[src/inc/qcr_pkg.sv]
package qcr_pkg;

  // Widths of the position path and of the register bus.
  localparam int CNT_W = 32;
  localparam int BYTE_W = 8;
  localparam int AV_ADDR_W = 4;
  localparam int AV_DATA_W = 32;
  localparam int AV_BE_W = 4;

  // Register byte offsets on the Avalon-MM slave.
  localparam logic [AV_ADDR_W-1:0] OFS_CTRL = 4'h0;
  localparam logic [AV_ADDR_W-1:0] OFS_STATUS = 4'h4;
  localparam logic [AV_ADDR_W-1:0] OFS_COUNT = 4'h8;
  localparam logic [AV_ADDR_W-1:0] OFS_LATCH = 4'hC;

  // Control register fields and reset value.
  localparam int CTRL_EN_BIT = 0;
  localparam int CTRL_CLR_BIT = 1;
  localparam logic [AV_DATA_W-1:0] CTRL_RST = 32'h0000_0001;

  // Status register fields.
  localparam int STAT_INH_BIT = 0;
  localparam int STAT_OVF_BIT = 1;
  localparam int STAT_UNF_BIT = 2;
  localparam int STAT_DOE_BIT = 3;

  // Byte-enable lane that carries the low control and status bits.
  localparam int BE_LOW_LANE = 0;

  // Counter boundary values.
  localparam logic [CNT_W-1:0] CNT_ONES = 32'hFFFF_FFFF;
  localparam logic [CNT_W-1:0] CNT_ZERO = 32'h0000_0000;
  localparam logic [CNT_W-1:0] CNT_ONE = 32'h0000_0001;

  // Low bit position of each byte of the position latch.
  localparam int POS_MSB_LO = 24;
  localparam int POS_2ND_LO = 16;
  localparam int POS_3RD_LO = 8;
  localparam int POS_LSB_LO = 0;

  // Byte select code, written as {byte_select_a, byte_select_b}.
  typedef enum logic [1:0] {
    QCR_SEL_3RD = 2'b00,
    QCR_SEL_MSB = 2'b01,
    QCR_SEL_LSB = 2'b10,
    QCR_SEL_2ND = 2'b11
  } qcr_sel_e;

  // Register bus handshake states.
  typedef enum logic {
    QCR_BUS_IDLE = 1'b0,
    QCR_BUS_ACK = 1'b1
  } qcr_bus_e;

endpackage

[src/core/qcr_readout.sv]
`timescale 1ns/1ns
// Contract
// - Each counter overflow or underflow gives one half-cycle cascade count pulse.
// - The cascade pulse appears in the same cycle the counter takes its wrapped value.
// - Direction is valid one cycle after the pulse and one cycle before it, except for a wrap one cycle after a wrap, which keeps the old direction.
// - Cascade pulse and direction ignore the inhibit and keep running during reads.
// - Falling edge with enable low, selects low/high sets inhibit; bus shows top byte.
// - Selects high/high, low/low, high/low give bytes two, three, four; inhibit stays.
// - Output enable high at a falling edge clears the inhibit, selects ignored.
// - While output enable is high the eight data lines are not driven.
// - First rising edge after inhibit clears reloads the latch from the counter.
// - While inhibited the latch holds, even if the counter changes or wraps.
// - The latch captures the counter on every rising edge unless inhibited.
// - Reset clears the inhibit asynchronously and clears the latch to zero.
module qcr_readout (
  input wire logic clk_sys, // System clock, 100 MHz.
  input wire logic rst, // Asynchronous reset, active high.
  input wire logic [qcr_pkg::AV_ADDR_W-1:0] avs_address, // Avalon byte address.
  input wire logic avs_read, // Avalon read request.
  input wire logic avs_write, // Avalon write request.
  input wire logic [qcr_pkg::AV_DATA_W-1:0] avs_writedata, // Avalon write data.
  input wire logic [qcr_pkg::AV_BE_W-1:0] avs_byteenable, // Avalon byte enables.
  output logic [qcr_pkg::AV_DATA_W-1:0] avs_readdata, // Avalon read data.
  output logic avs_waitrequest, // Avalon wait request.
  input wire logic dec_count_strobe, // One count from the decoder, same clock.
  input wire logic dec_count_up, // Decoder direction, 1 = up.
  input wire logic byte_select_a, // Byte select pin a.
  input wire logic byte_select_b, // Byte select pin b.
  input wire logic out_enable_n, // Bus output enable pin, active low.
  output logic [qcr_pkg::BYTE_W-1:0] data_out, // Data bus output value.
  output logic data_oe, // Data bus drive enable.
  output logic cascade_count_pulse, // Cascade count pulse.
  output logic cascade_dir_up // Cascade direction, 1 = up.
);
  import qcr_pkg::*;

  // Returns one when a step in the given direction from this value wraps the counter.
  function automatic logic qcr_wraps(input logic [CNT_W-1:0] value, input logic up);
    qcr_wraps = up ? (value == CNT_ONES) : (value == CNT_ZERO);
  endfunction

  // Returns the counter value after one step in the given direction.
  function automatic logic [CNT_W-1:0] qcr_step(input logic [CNT_W-1:0] value, input logic up);
    qcr_step = up ? value + CNT_ONE : value - CNT_ONE;
  endfunction

  logic sel_a_s1_r, sel_a_s2_r;
  logic sel_b_s1_r, sel_b_s2_r;
  logic oe_n_s1_r, oe_n_s2_r;
  logic inhibit_r, inhibit_nxt;
  logic stage_vld_r;
  logic stage_vld_nxt;
  logic stage_up_r;
  logic stage_up_nxt;
  logic [CNT_W-1:0] cnt_r;
  logic [CNT_W-1:0] cnt_nxt;
  logic [CNT_W-1:0] latch_r;
  logic [CNT_W-1:0] latch_nxt;
  logic wrap_now;
  logic wrap_soon;
  logic clr_req;
  logic [BYTE_W-1:0] data_r;
  logic [BYTE_W-1:0] data_nxt;
  logic data_oe_r;
  logic data_oe_nxt;
  qcr_sel_e sel_code;
  qcr_bus_e bus_state_r;
  qcr_bus_e bus_state_nxt;
  logic [AV_DATA_W-1:0] rdata_r;
  logic [AV_DATA_W-1:0] rdata_nxt;
  logic [AV_DATA_W-1:0] ctrl_r;
  logic [AV_DATA_W-1:0] ctrl_nxt;
  logic ovf_r;
  logic ovf_nxt;
  logic unf_r;
  logic unf_nxt;
  logic bus_req;
  logic do_write;
  logic wr_low_lane;

  // Pin synchronisers on the falling edge, where the inhibit logic samples them.
  always_ff @(negedge clk_sys or posedge rst) begin
    if (rst) begin
      sel_a_s1_r <= 1'b1;
      sel_a_s2_r <= 1'b1;
      sel_b_s1_r <= 1'b1;
      sel_b_s2_r <= 1'b1;
      oe_n_s1_r <= 1'b1;
      oe_n_s2_r <= 1'b1;
    end else begin
      sel_a_s1_r <= byte_select_a;
      sel_a_s2_r <= sel_a_s1_r;
      sel_b_s1_r <= byte_select_b;
      sel_b_s2_r <= sel_b_s1_r;
      oe_n_s1_r <= out_enable_n;
      oe_n_s2_r <= oe_n_s1_r;
    end
  end

  assign sel_code = qcr_sel_e'({sel_a_s2_r, sel_b_s2_r});

  // Inhibit: set by a top-byte select with enable low, cleared by enable high.
  always_comb begin
    inhibit_nxt = inhibit_r;
    if (oe_n_s2_r) begin
      inhibit_nxt = 1'b0;
    end else if (sel_code == QCR_SEL_MSB) begin
      inhibit_nxt = 1'b1;
    end
  end

  // The inhibit changes only on falling edges; reset clears it at once.
  always_ff @(negedge clk_sys or posedge rst) begin
    if (rst) begin
      inhibit_r <= 1'b0;
    end else begin
      inhibit_r <= inhibit_nxt;
    end
  end

  // Decoder counts are staged one cycle so the cascade direction can lead the pulse.
  always_comb begin
    stage_vld_nxt = dec_count_strobe && ctrl_r[CTRL_EN_BIT];
    stage_up_nxt = dec_count_up;
    wrap_now = stage_vld_r && !clr_req && qcr_wraps(cnt_r, stage_up_r);
    cnt_nxt = cnt_r;
    if (clr_req) begin
      cnt_nxt = CNT_ZERO;
    end else if (stage_vld_r) begin
      cnt_nxt = qcr_step(cnt_r, stage_up_r);
    end
    wrap_soon = stage_vld_nxt && qcr_wraps(cnt_nxt, stage_up_nxt);
  end

  // The latch follows the counter except while the inhibit holds it.
  always_comb begin
    latch_nxt = latch_r;
    if (!inhibit_r) begin
      latch_nxt = cnt_r;
    end
  end

  // Counter, staging and position latch registers.
  always_ff @(posedge clk_sys or posedge rst) begin
    if (rst) begin
      stage_vld_r <= 1'b0;
      stage_up_r <= 1'b1;
      cnt_r <= CNT_ZERO;
      latch_r <= CNT_ZERO;
    end else begin
      stage_vld_r <= stage_vld_nxt;
      stage_up_r <= stage_up_nxt;
      cnt_r <= cnt_nxt;
      latch_r <= latch_nxt;
    end
  end

  // Byte multiplexer and bus enable, registered so the pins see clean edges.
  always_comb begin
    data_oe_nxt = !oe_n_s2_r;
    unique case (sel_code)
      QCR_SEL_MSB: data_nxt = latch_r[POS_MSB_LO +: BYTE_W];
      QCR_SEL_2ND: data_nxt = latch_r[POS_2ND_LO +: BYTE_W];
      QCR_SEL_3RD: data_nxt = latch_r[POS_3RD_LO +: BYTE_W];
      QCR_SEL_LSB: data_nxt = latch_r[POS_LSB_LO +: BYTE_W];
    endcase
  end

  // Registers for the data bus value and its drive enable.
  always_ff @(posedge clk_sys or posedge rst) begin
    if (rst) begin
      data_r <= '0;
      data_oe_r <= 1'b0;
    end else begin
      data_r <= data_nxt;
      data_oe_r <= data_oe_nxt;
    end
  end

  assign data_out = data_r;
  assign data_oe = data_oe_r;

  // Cascade outputs are fed from the counter, the decoder counts and the clear request, never from the inhibit.
  qcr_cascade u_cascade (
    .clk_sys(clk_sys),
    .rst(rst),
    .wrap_soon(wrap_soon),
    .wrap_soon_up(stage_up_nxt),
    .wrap_now(wrap_now),
    .cascade_count_pulse(cascade_count_pulse),
    .cascade_dir_up(cascade_dir_up)
  );

  // Avalon slave: one wait cycle, then the access completes.
  assign bus_req = avs_read || avs_write;
  assign avs_waitrequest = bus_req && (bus_state_r == QCR_BUS_IDLE);
  assign do_write = avs_write && (bus_state_r == QCR_BUS_ACK);
  assign wr_low_lane = do_write && avs_byteenable[BE_LOW_LANE];
  assign clr_req = wr_low_lane && (avs_address == OFS_CTRL) && avs_writedata[CTRL_CLR_BIT];
  assign avs_readdata = rdata_r;

  // Bus state, read data capture and register updates; hardware set wins over clear.
  always_comb begin
    bus_state_nxt = bus_state_r;
    rdata_nxt = rdata_r;
    ctrl_nxt = ctrl_r;
    ovf_nxt = ovf_r;
    unf_nxt = unf_r;
    unique case (bus_state_r)
      QCR_BUS_IDLE: begin
        if (bus_req) begin
          bus_state_nxt = QCR_BUS_ACK;
        end
        if (avs_read) begin
          unique case (avs_address)
            OFS_CTRL: rdata_nxt = ctrl_r;
            OFS_STATUS: begin
              rdata_nxt = '0;
              rdata_nxt[STAT_INH_BIT] = inhibit_r;
              rdata_nxt[STAT_OVF_BIT] = ovf_r;
              rdata_nxt[STAT_UNF_BIT] = unf_r;
              rdata_nxt[STAT_DOE_BIT] = data_oe_r;
            end
            OFS_COUNT: rdata_nxt = cnt_r;
            OFS_LATCH: rdata_nxt = latch_r;
            default: rdata_nxt = '0;
          endcase
        end
      end
      QCR_BUS_ACK: begin
        bus_state_nxt = QCR_BUS_IDLE;
      end
    endcase
    if (wr_low_lane && (avs_address == OFS_CTRL)) begin
      ctrl_nxt = '0;
      ctrl_nxt[CTRL_EN_BIT] = avs_writedata[CTRL_EN_BIT];
    end
    if (wr_low_lane && (avs_address == OFS_STATUS)) begin
      if (avs_writedata[STAT_OVF_BIT]) begin
        ovf_nxt = 1'b0;
      end
      if (avs_writedata[STAT_UNF_BIT]) begin
        unf_nxt = 1'b0;
      end
    end
    if (wrap_now && stage_up_r) begin
      ovf_nxt = 1'b1;
    end
    if (wrap_now && !stage_up_r) begin
      unf_nxt = 1'b1;
    end
  end

  always_ff @(posedge clk_sys or posedge rst) begin
    if (rst) begin
      bus_state_r <= QCR_BUS_IDLE;
      rdata_r <= '0;
      ctrl_r <= CTRL_RST;
      ovf_r <= 1'b0;
      unf_r <= 1'b0;
    end else begin
      bus_state_r <= bus_state_nxt;
      rdata_r <= rdata_nxt;
      ctrl_r <= ctrl_nxt;
      ovf_r <= ovf_nxt;
      unf_r <= unf_nxt;
    end
  end
endmodule

[src/core/qcr_cascade.sv]
`timescale 1ns/1ns
module qcr_cascade (
  input wire logic clk_sys, // System clock.
  input wire logic rst, // Asynchronous reset, active high.
  input wire logic wrap_soon, // Counter will wrap at the edge after the next one.
  input wire logic wrap_soon_up, // Direction of that coming wrap, 1 = up.
  input wire logic wrap_now, // Counter wraps at this edge.
  output logic cascade_count_pulse, // Half-cycle pulse per wrap.
  output logic cascade_dir_up // Cascade direction, 1 = up.
);
  import qcr_pkg::*;

  logic pos_tog_r;
  logic pos_tog_nxt;
  logic neg_tog_r;
  logic dir_r;
  logic dir_nxt;

  // A wrap flips the rising-edge toggle; the falling-edge copy catches up half a cycle later.
  always_comb begin
    pos_tog_nxt = pos_tog_r ^ wrap_now;
    dir_nxt = dir_r;
    if (wrap_soon && !wrap_now) begin
      dir_nxt = wrap_soon_up;
    end
  end

  // Rising-edge state of the cascade outputs.
  always_ff @(posedge clk_sys or posedge rst) begin
    if (rst) begin
      pos_tog_r <= 1'b0;
      dir_r <= 1'b1;
    end else begin
      pos_tog_r <= pos_tog_nxt;
      dir_r <= dir_nxt;
    end
  end

  // Falling-edge follower that ends each pulse at mid-cycle.
  always_ff @(negedge clk_sys or posedge rst) begin
    if (rst) begin
      neg_tog_r <= 1'b0;
    end else begin
      neg_tog_r <= pos_tog_r;
    end
  end

  // The pulse is high from the wrapping rising edge to the following falling edge.
  assign cascade_count_pulse = pos_tog_r ^ neg_tog_r;
  assign cascade_dir_up = dir_r;
endmodule

[config.mk]
export PLATFORM = sky130hd
export DESIGN_NAME = qcr_readout
export DESIGN_NICKNAME = d
export VERILOG_FILES = /design/src/inc/qcr_pkg.sv /design/src/core/qcr_readout.sv /design/src/core/qcr_cascade.sv
export SDC_FILE = /design/constraint.sdc
export NUM_CORES = 1
export LEC_CHECK = 0
export BUFFER_PORTS_ARGS = -buffer_cell sky130_fd_sc_hd__buf_2
export CAP_MARGIN = 20
export CORE_ASPECT_RATIO = 0.6
export CORE_MARGIN = 5
export CORE_UTILIZATION = 53
export DETAILED_ROUTE_END_ITERATION = 8
export PLACE_DENSITY_LB_ADDON = 0.12
export SYNTH_ARGS = -nofsm -noshare
export SYNTH_HDL_FRONTEND = slang
export SYNTH_SLANG_ARGS = --single-unit
[constraint.sdc]
create_clock -name clk_sys -period 4 [get_ports clk_sys]
set_input_delay 0.8 -clock clk_sys [delete_from_list [all_inputs] [get_ports clk_sys]]
set_output_delay 0.8 -clock clk_sys [all_outputs]
set_load 0.02 [all_outputs]
==> results of run 1 <==
## what timing repair did
action	4_1_cts	5_1_grt
setup endpoints to repair	1	1
gates resized for setup	4	31
pin swaps	1	16
buffers inserted	1	10
## power by group
part	switching [uW]	internal, uW	leakage [uW]
clock	647	859	0.000319
sequential	575	1600	0.00149
combinational	1670	1280	0.00202
## critical path, cell delays in order (launching register included)
cell and delay (ps):
dfstp_2 530, inv_2 60, buf_12 160, ha_1 370
a21o_1 160, buf_4 130, nor2_1 50, o31ai_1 660
a31oi_4 160, buf_6 160, buf_4 120, nor4_2 190
mux2_2 370, nand2_1 170, nand2_1 90, o41ai_2 300
o31a_1 180
## through the flow
step                setup TNS [ps]  worst slack [ps]  utilization (%)  cell area [um^2]
CTS                              0              5.99             63.4              8590
floorplan                     -346              -173                -              7260
global route                 -57.1             -57.1             65.3              8840
global placement                 0              37.6             58.8              7970
detailed placement           -41.7             -41.7             58.8              7970
finish                           0              43.6             65.3              8840
## metal layers
| layer | wire length (um) | up-vias | track usage (%) |
|---|---|---|---|
| li1 | - | 3081 | - |
| met1 | 11400 | 3320 | 45.7 |
| met5 | 60 | - | 2.42 |
| met3 | 2480 | 25 | 9.77 |
| met2 | 9570 | 364 | 39.0 |
| met4 | 244 | 2 | 7.01 |
## state kept, by name (all words and copies together), names as in the netlist, 8 cells and up
name,flops
avs_readdata,32
cnt_r,32
latch_r,32
data_out,8
## logic make-up after synthesis
family / synth area share [%]
compound gates: 19.6
buf+inv: 3.93
mux: 8.55
fa+ha+maj: 5.45
xor+xnor: 1.09
flops: 41.9
simple gates: 19.5
## synthesized netlist by cell type, drive strengths merged (17+ instances only)
cell type / number / area, um^2
dfrtp: 110 / 2750
nand2: 81 / 304
o21ai: 56 / 284
nor2: 47 / 176
a21oi: 38 / 201
clkbuf: 34 / 139
mux2: 32 / 360
ha: 30 / 375
a22oi: 28 / 210
nand4: 28 / 175
inv: 26 / 97.6
nor4: 18 / 113
nand3: 17 / 85.1
## how the worst max path moves through the flow
stage | from | to | slack, ps | depth (start not counted)
final | stage_up_r | u_cascade.cascade_dir_up | 40 | 16
after CTS | stage_up_r | u_cascade.cascade_dir_up | 6 | 14
after global placement | stage_up_r | u_cascade.cascade_dir_up | 40 | 13
after floorplan | rst | inhibit_r | -170 | 1
after detailed placement | stage_up_r | u_cascade.cascade_dir_up | -40 | 13
after global routing | stage_up_r | u_cascade.cascade_dir_up | -60 | 16
## layout make-up
class / instances / area share (%)
Multi-Input combinational cell: 572 / 46.6
Sequential cell: 121 / 34.4
Timing Repair Buffer: 119 / 8.76
Clock buffer: 18 / 5.09
Tap cell: 175 / 2.48
Clock inverter: 20 / 1.58
Inverter: 25 / 1.10
==> run_results.csv, run 1 <==
group,metric,value,unit
synthesis,async_reset_ff_share,100,%
timing,hold_viol_final,0,
worst_setup_path,startpoint_type,"register",
placement,portBuffers,60,
pwr,totalPowerFinal,6630,uW
layout,final_cell_mix,"dfrtp_1, nand2_1, buf_2",
placement,dp_hpwl,17400,um
placement,place_congestion,0.914,
clocking,holdBufCountCts,0,
route,wl_per_cell,22.6,um
synthesis,synth.avg_cell_area,9.55,um^2
synthesis,ys_seq_area_share,41.9,%
layout,syn2layout_area_growth,21.8,%
die,coreArea,13500,um^2
die,num_rows,33,
clocking,htree_levels,4,
grt,grt_max_degree,65,
clocking,clockRootBuffer,"clkbuf_16",
route,postRouteAntennaNets,0,
timing,fin_crit,3960,ps
pwr,powerDensity,750,nW/um^2
synthesis,synth_fp_nets,840,
route,drt-total-wl,23700,um
route,vias_per_cell,6.47,
clocking,cts_buffer_depth,2,
layout,drive_above_1_share,27.7,%
worst_setup_path,crit_fanout,22,
clocking,path_clk_slew,60,ps
worst_setup_path,rr_worst_depth,16,
die,fp.dieW,161,um
timing,worst_clock_skew,53.8,ps
synthesis,synth_seq_cells,121,
layout,fin_nets,942,
worst_hold_path,min_path_type,"reg -> reg",
clocking,cts_tree,"done",
die,die_h,101,um
timing,whs,342,ps
synthesis,netlist_instances,760,
placement,dp_cells,1001,
synthesis,synth_ff_type,"dfrtp_1",
outcome,status,"finished, final reports clean",
die,design.die.area,16200,um^2
die,ioPinCount,93,
layout,instances_no_fill,1050,
clocking,cts.sinks,121,
worst_hold_path,min_path_cells,0,
timing,finalSetupViolations,0,
worst_hold_path,hold_path_end,"oe_n_s2_r",
worst_setup_path,worstSetupEndpointType,"register",
synthesis,syn_area,7260,um^2
grt,overflow,0,
worst_setup_path,r2r-start,"stage_up_r",
pwr,p_leak,0.00383,uW
worst_setup_path,worstPathRequired,4360,ps
clocking,clock_latency,450,ps
route,vias,6792,
layout,multi_input_area,4120,um^2
pwr,vdd_drop_max,0.366,mV
layout,layout_commonest_cell,"dfrtp_1",
route,route.detailed.drc,0,
worst_setup_path,crit_arrival,4320,ps
route,dr.first_iter.drc_count,667,
timing,worstMarginPinSlew,940,ps
clocking,numCtsBuffers,17,
synthesis,synth_edf_count,0,
worst_setup_path,regToRegEndpoint,"u_cascade.cascade_dir_up",
grt,grt_pass1_vias,6345,
timing,max_freq,253,MHz
worst_setup_path,rrSetupSlack,40,ps
timing,finalMaxSlewViolations,0,
grt,grt_pass1_wl,36700,um
route,drt_pass1_iterations,5,
layout,register_area,3040,um^2
synthesis,yosys_warnings,0,
synthesis,ys_types,78,
die,initial_core_util,53.6,%
grt,antenna_found_initial,0,
timing,post-route-period-util,98.9,%
worst_setup_path,worstSetupPathType,"reg -> reg",
layout,fill_cells,1098,
worst_hold_path,min-delay-start,"oe_n_s1_r",
layout,antenna_cells,0,
grt,grt_util_all_layers,29.4,%
run,cap_violations,0,
timing,slew_headroom,37.4,%
Power figures use the tool's default switching activity.
==> inputs of run 2 (changes only) <==
Settings changed: CORE_UTILIZATION 53 to 50.
==> run_results.csv, run 2 (synthesis gave the netlist of run 1 again) <==
group,metric,value,unit
die,design.die.area,17100,um^2
clocking,path_clk_slew,40,ps
placement,post-place-ws,-86.4,ps
timing,hold_viol_final,0,
timing,finalMaxSlewViolations,0,
worst_hold_path,min_path_type,"reg -> reg",
clocking,cts_buffer_depth,2,
worst_setup_path,worstSetupEndpointType,"primary output",
pwr,vdd_drop_max,0.327,mV
grt,grt_pass1_vias,6619,
timing,worst_clock_skew,51.2,ps
clocking,clock_latency,440,ps
pwr,pwr-share-clk,21.7,%
layout,layout_commonest_cell,"dfrtp_1",
grt,antenna_found_initial,0,
timing,whs,348,ps
grt,overflow,0,
die,num_rows,34,
worst_setup_path,worstSetupPathType,"reg -> out",
timing,fin_setup_tns,0,ps
pwr,switching_share,42.9,%
worst_hold_path,min-delay-start,"oe_n_s1_r",
clocking,htree_levels,4,
worst_setup_path,rr_worst_depth,15,
timing,post-route-period-util,98.6,%
pwr,powerDensity,745,nW/um^2
route,route.detailed.drc,0,
route,drt-total-wl,24100,um
pwr,p_int,3930,uW
worst_hold_path,min_path_cells,0,
grt,grt_pass1_wl,36700,um
clocking,cts_tree,"done",
route,wl_per_cell,21.8,um
layout,antenna_cells,0,
clocking,numCtsBuffers,17,
worst_setup_path,cpPeakStageDelay,400,ps
pwr,pwr-share-seq,31.1,%
die,fp.dieW,166,um
layout,syn2layout_area_growth,27.3,%
placement,dp_hpwl,17500,um
timing,finalSetupViolations,0,
grt,grt_util_all_layers,28.0,%
worst_setup_path,startpoint_type,"register",
timing,fin_ws,57.9,ps
worst_setup_path,path_buf_inv,1,
layout,final_cell_mix,"dfrtp_1, buf_4, nand2_1",
die,ioPinCount,93,
pwr,p_leak,0.00403,uW
pwr,totalPowerFinal,6890,uW
placement,portBuffers,60,
grt,grt_max_degree,76,
worst_setup_path,crit_arrival,3140,ps
timing,fin_crit,3940,ps
worst_setup_path,crit_family,"flip-flops",
layout,drive_above_1_share,31.4,%
timing,max_freq,255,MHz
route,drt_pass1_iterations,6,
route,postRouteAntennaNets,0,
pwr,p_comb_share,47.3,%
route,vias_per_cell,6.39,
worst_setup_path,cp_num_cells,2,
die,initial_core_util,50.5,%
worst_setup_path,slowest_stage,"dfrtn_1",
run,cap_violations,0,
route,vias,7051,
timing,worstMarginPinSlew,947,ps
die,die_h,103,um
worst_setup_path,worstPathCellList,"xor2_1 -> buf_2",
timing,slew_headroom,36.9,%
pwr,switchingPower,2960,uW
clocking,cts.sinks,121,
layout,fin_util,64.3,%
worst_setup_path,crit_fanout,1,
layout,fin_nets,972,
outcome,status,"finished, final reports clean",
worst_setup_path,worstPathRequired,3200,ps
route,dr.first_iter.drc_count,891,
die,coreArea,14400,um^2
worst_setup_path,startpoint,"u_cascade.neg_tog_r",
placement,place_congestion,0.939,
worst_setup_path,r2r-start,"stage_up_r",
clocking,clockRootBuffer,"clkbuf_16",
[run 2: what timing repair did]
| action | 4_1_cts | 5_1_grt |
|---|---|---|
| hold buffers | 0 | 0 |
| buffers inserted | 0 | 7 |
| resized for setup | 5 | 47 |
| pin swaps | 2 | 21 |
| setup endpoints to repair | 1 | 1 |
| gates cloned | 0 | 0 |
[run 2: stage by stage]
step                      instances  instance area, um^2
after floorplan                 760                 7260
after global placement         1058                 8290
after detailed placement       1058                 8290
after CTS                      1095                 8900
after global routing           1103                 9240
final                          1103                 9240
[run 2: worst paths after layout]
check / to / slack [ps]
setup / recovery: cascade_count_pulse / 60
hold / removal: oe_n_s2_r / 350
setup reg to reg: u_cascade.cascade_dir_up / 70
hold reg to reg: oe_n_s2_r / 350
max in group asynchronous: sel_a_s2_r / 1390
min in group asynchronous: cnt_r[2] / 800
[run 2: metal layers]
layer	track usage (%)	up-vias	share of wire, %
met3	6.26	35	9.8
met5	0	-	0
met2	39.3	386	43
met4	6.59	0	1.2
li1	-	3150	-
met1	43.7	3480	47
[run 2: layout make-up]
cell class	count	area (um^2)
inverters	25	97.6
well taps	198	248
multi-input cells	572	4230
clock buffers	17	425
clock inverters	21	168
flip-flops and latches	121	3040
fillers	1190	5140
repair buffers	149	1030
[run 2: power groups by stage]
stage | clock network, uW | registers [uW] | logic (uW)
floorplan | 10.8 | 1960 | 1790
global placement | 10.8 | 2080 | 2790
detailed placement | 10.8 | 2110 | 2870
CTS | 1500 | 2090 | 2920
global route | 1570 | 2170 | 3510
finish | 1490 | 2140 | 3260
[run 2: worst reg2reg max path, stage by stage (launching register included)]
cell and delay (ps):
dfstp_2 530, inv_1 60, buf_12 160, ha_4 270
and2b_2 220, o2111ai_4 260, a21oi_4 110, o21ai_4 270
a21oi_2 100, mux2i_1 130, a311o_1 390, or4_4 550
nor4_4 290, buf_4 150, nand4_1 90, o31a_1 260
==> inputs of run 3 (changes only) <==
Settings changed: MAX_ROUTING_LAYER set to met4, PLACE_DENSITY_LB_ADDON 0.12 to 0.05.
==> run_results.csv, run 3 (synthesis gave the netlist of run 1 again) <==
group,metric,value,unit
placement,place_congestion,0.942,
grt,grt_pass1_wl,35600,um
layout,layout_commonest_cell,"dfrtp_1",
timing,finalSetupViolations,0,
grt,antenna_found_initial,0,
timing,finalMaxSlewViolations,0,
grt,grt_pass1_vias,6206,
clocking,cts_tree,"done",
worst_setup_path,crit_arrival,4310,ps
clocking,cts_setup_buffers,0,
route,wl_per_cell,21.4,um
worst_hold_path,min-delay-start,"oe_n_s1_r",
worst_setup_path,crit_fanout,21,
clocking,clockRootBuffer,"clkbuf_16",
route,drt-total-wl,23300,um
pwr,powerDensity,742,nW/um^2
worst_setup_path,worstPathRequired,4350,ps
layout,fill_cells,1221,
pwr,vdd_drop_max,0.268,mV
worst_setup_path,worstSetupEndpointType,"register",
outcome,status,"finished, final reports clean",
layout,drive_above_1_share,27.0,%
worst_setup_path,startpoint_type,"register",
grt,grt_max_degree,67,
worst_setup_path,startpoint,"stage_up_r",
die,design.die.area,17100,um^2
timing,worst_clock_skew,48.0,ps
route,highest-signal-layer,"met4",
route,vias,6747,
route,route.met2.wl,9200,um
clocking,cts_buffer_depth,2,
route,wl_met1,11600,um
placement,portBuffers,60,
timing,rsz0062_at_grt,"true",
timing,worstMarginPinSlew,839,ps
die,num_rows,34,
pwr,totalPowerFinal,6590,uW
route,drt_pass1_iterations,5,
die,ioPinCount,93,
die,coreArea,14400,um^2
worst_hold_path,min_path_type,"reg -> reg",
die,fp.dieW,166,um
timing,max_freq,253,MHz
pwr,p_leak,0.00389,uW
route,postRouteAntennaNets,0,
timing,hold_viol_final,0,
grt,grt_util_all_layers,28.5,%
grt,overflow,0,
clocking,holdBufCountCts,0,
run,cap_violations,0,
route,route.detailed.drc,0,
clocking,cts.sinks,121,
layout,final_cell_mix,"dfrtp_1, nand2_1, buf_4",
die,initial_core_util,50.5,%
timing,slew_headroom,44.1,%
worst_setup_path,worstSetupPathType,"reg -> reg",
timing,fin_crit,3950,ps
layout,fin_nets,956,
timing,post-route-period-util,98.8,%
route,dr.first_iter.drc_count,684,
layout,syn2layout_area_growth,22.3,%
route,dr_wl_met3,2230,um
clocking,path_clk_slew,70,ps
layout,antenna_cells,0,
clocking,clock_latency,440,ps
worst_setup_path,r2r-start,"stage_up_r",
placement,dp_hpwl,17300,um
clocking,numCtsBuffers,17,
route,vias_per_cell,6.21,
layout,fin_util,61.7,%
clocking,htree_levels,4,
die,die_h,103,um
run 3: cell types whose count changed in the layout (fill, tap and decap cells not counted), moves of 3 or more:
cell / delta
a21oi_1: +5
ha_4: -8
a21oi_2: -4
ha_1: +10
buf_4: -13
o21ai_2: -3
run 3: worst max-delay path: stages (launching register included):
cell and delay (ps):
dfstp_2 530, inv_1 80, buf_12 170, ha_1 310
a211o_1 280, a211o_1 290, a21oi_2 190, a31oi_4 150
buf_4 170, o2111a_1 270, or4_4 530, o311ai_2 110
xnor2_1 120, o21bai_1 190, o41ai_2 310, o31a_1 170
run 3: area by class of cell:
class,count,area [um^2],area share [%]
timing repair buffer,133,877,9.88
multi-input combinational,572,4020,45.3
inverter,25,97.6,1.10
tap,198,248,2.79
sequential,121,3040,34.2
clock buffer,17,425,4.79
clock inverter,21,166,1.87
run 3: metrics by stage:
step | hold slack [ps] | setup TNS [ps] | std cells | setup WS, ps | instance area [um^2]
floorplan | 345 | -346 | 760 | -173 | 7260
global placement | 346 | 0 | 1049 | 78.2 | 8190
detailed placement | 347 | 0 | 1049 | 35.8 | 8190
CTS | 351 | 0 | 1086 | 8.88 | 8780
global route | 355 | -68.7 | 1087 | -68.7 | 8880
finish | 351 | 0 | 1087 | 47.4 | 8880
run 3: layer usage:
layer	up-vias	global-route usage, %
met5	-	-
met4	0	5.51
met3	31	8.48
met2	296	36.7
met1	3303	43.9
li1	3117	-
run 3: power by group:
group	switching (uW)	internal, uW	total, uW
registers	524	1600	2120
logic	1660	1300	2960
clock network	670	836	1510
run 3: what timing repair did:
item                                    CTS  global route
endpoints found under the setup margin    0             1
endpoints found under the hold margin     0             0
resized for setup                         0            14
run 3: path summary, 6_finish.rpt:
kind / end / slack [ps] / depth (start not counted)
worst max-delay path: u_cascade.cascade_dir_up / 50 / 15
worst min-delay path: oe_n_s2_r / 350 / 0
worst max register to register: u_cascade.cascade_dir_up / 50 / 15
worst min register to register: oe_n_s2_r / 350 / 0
max in group asynchronous: oe_n_s2_r / 1240 / 2
min in group asynchronous: bus_state_r / 420 / 2
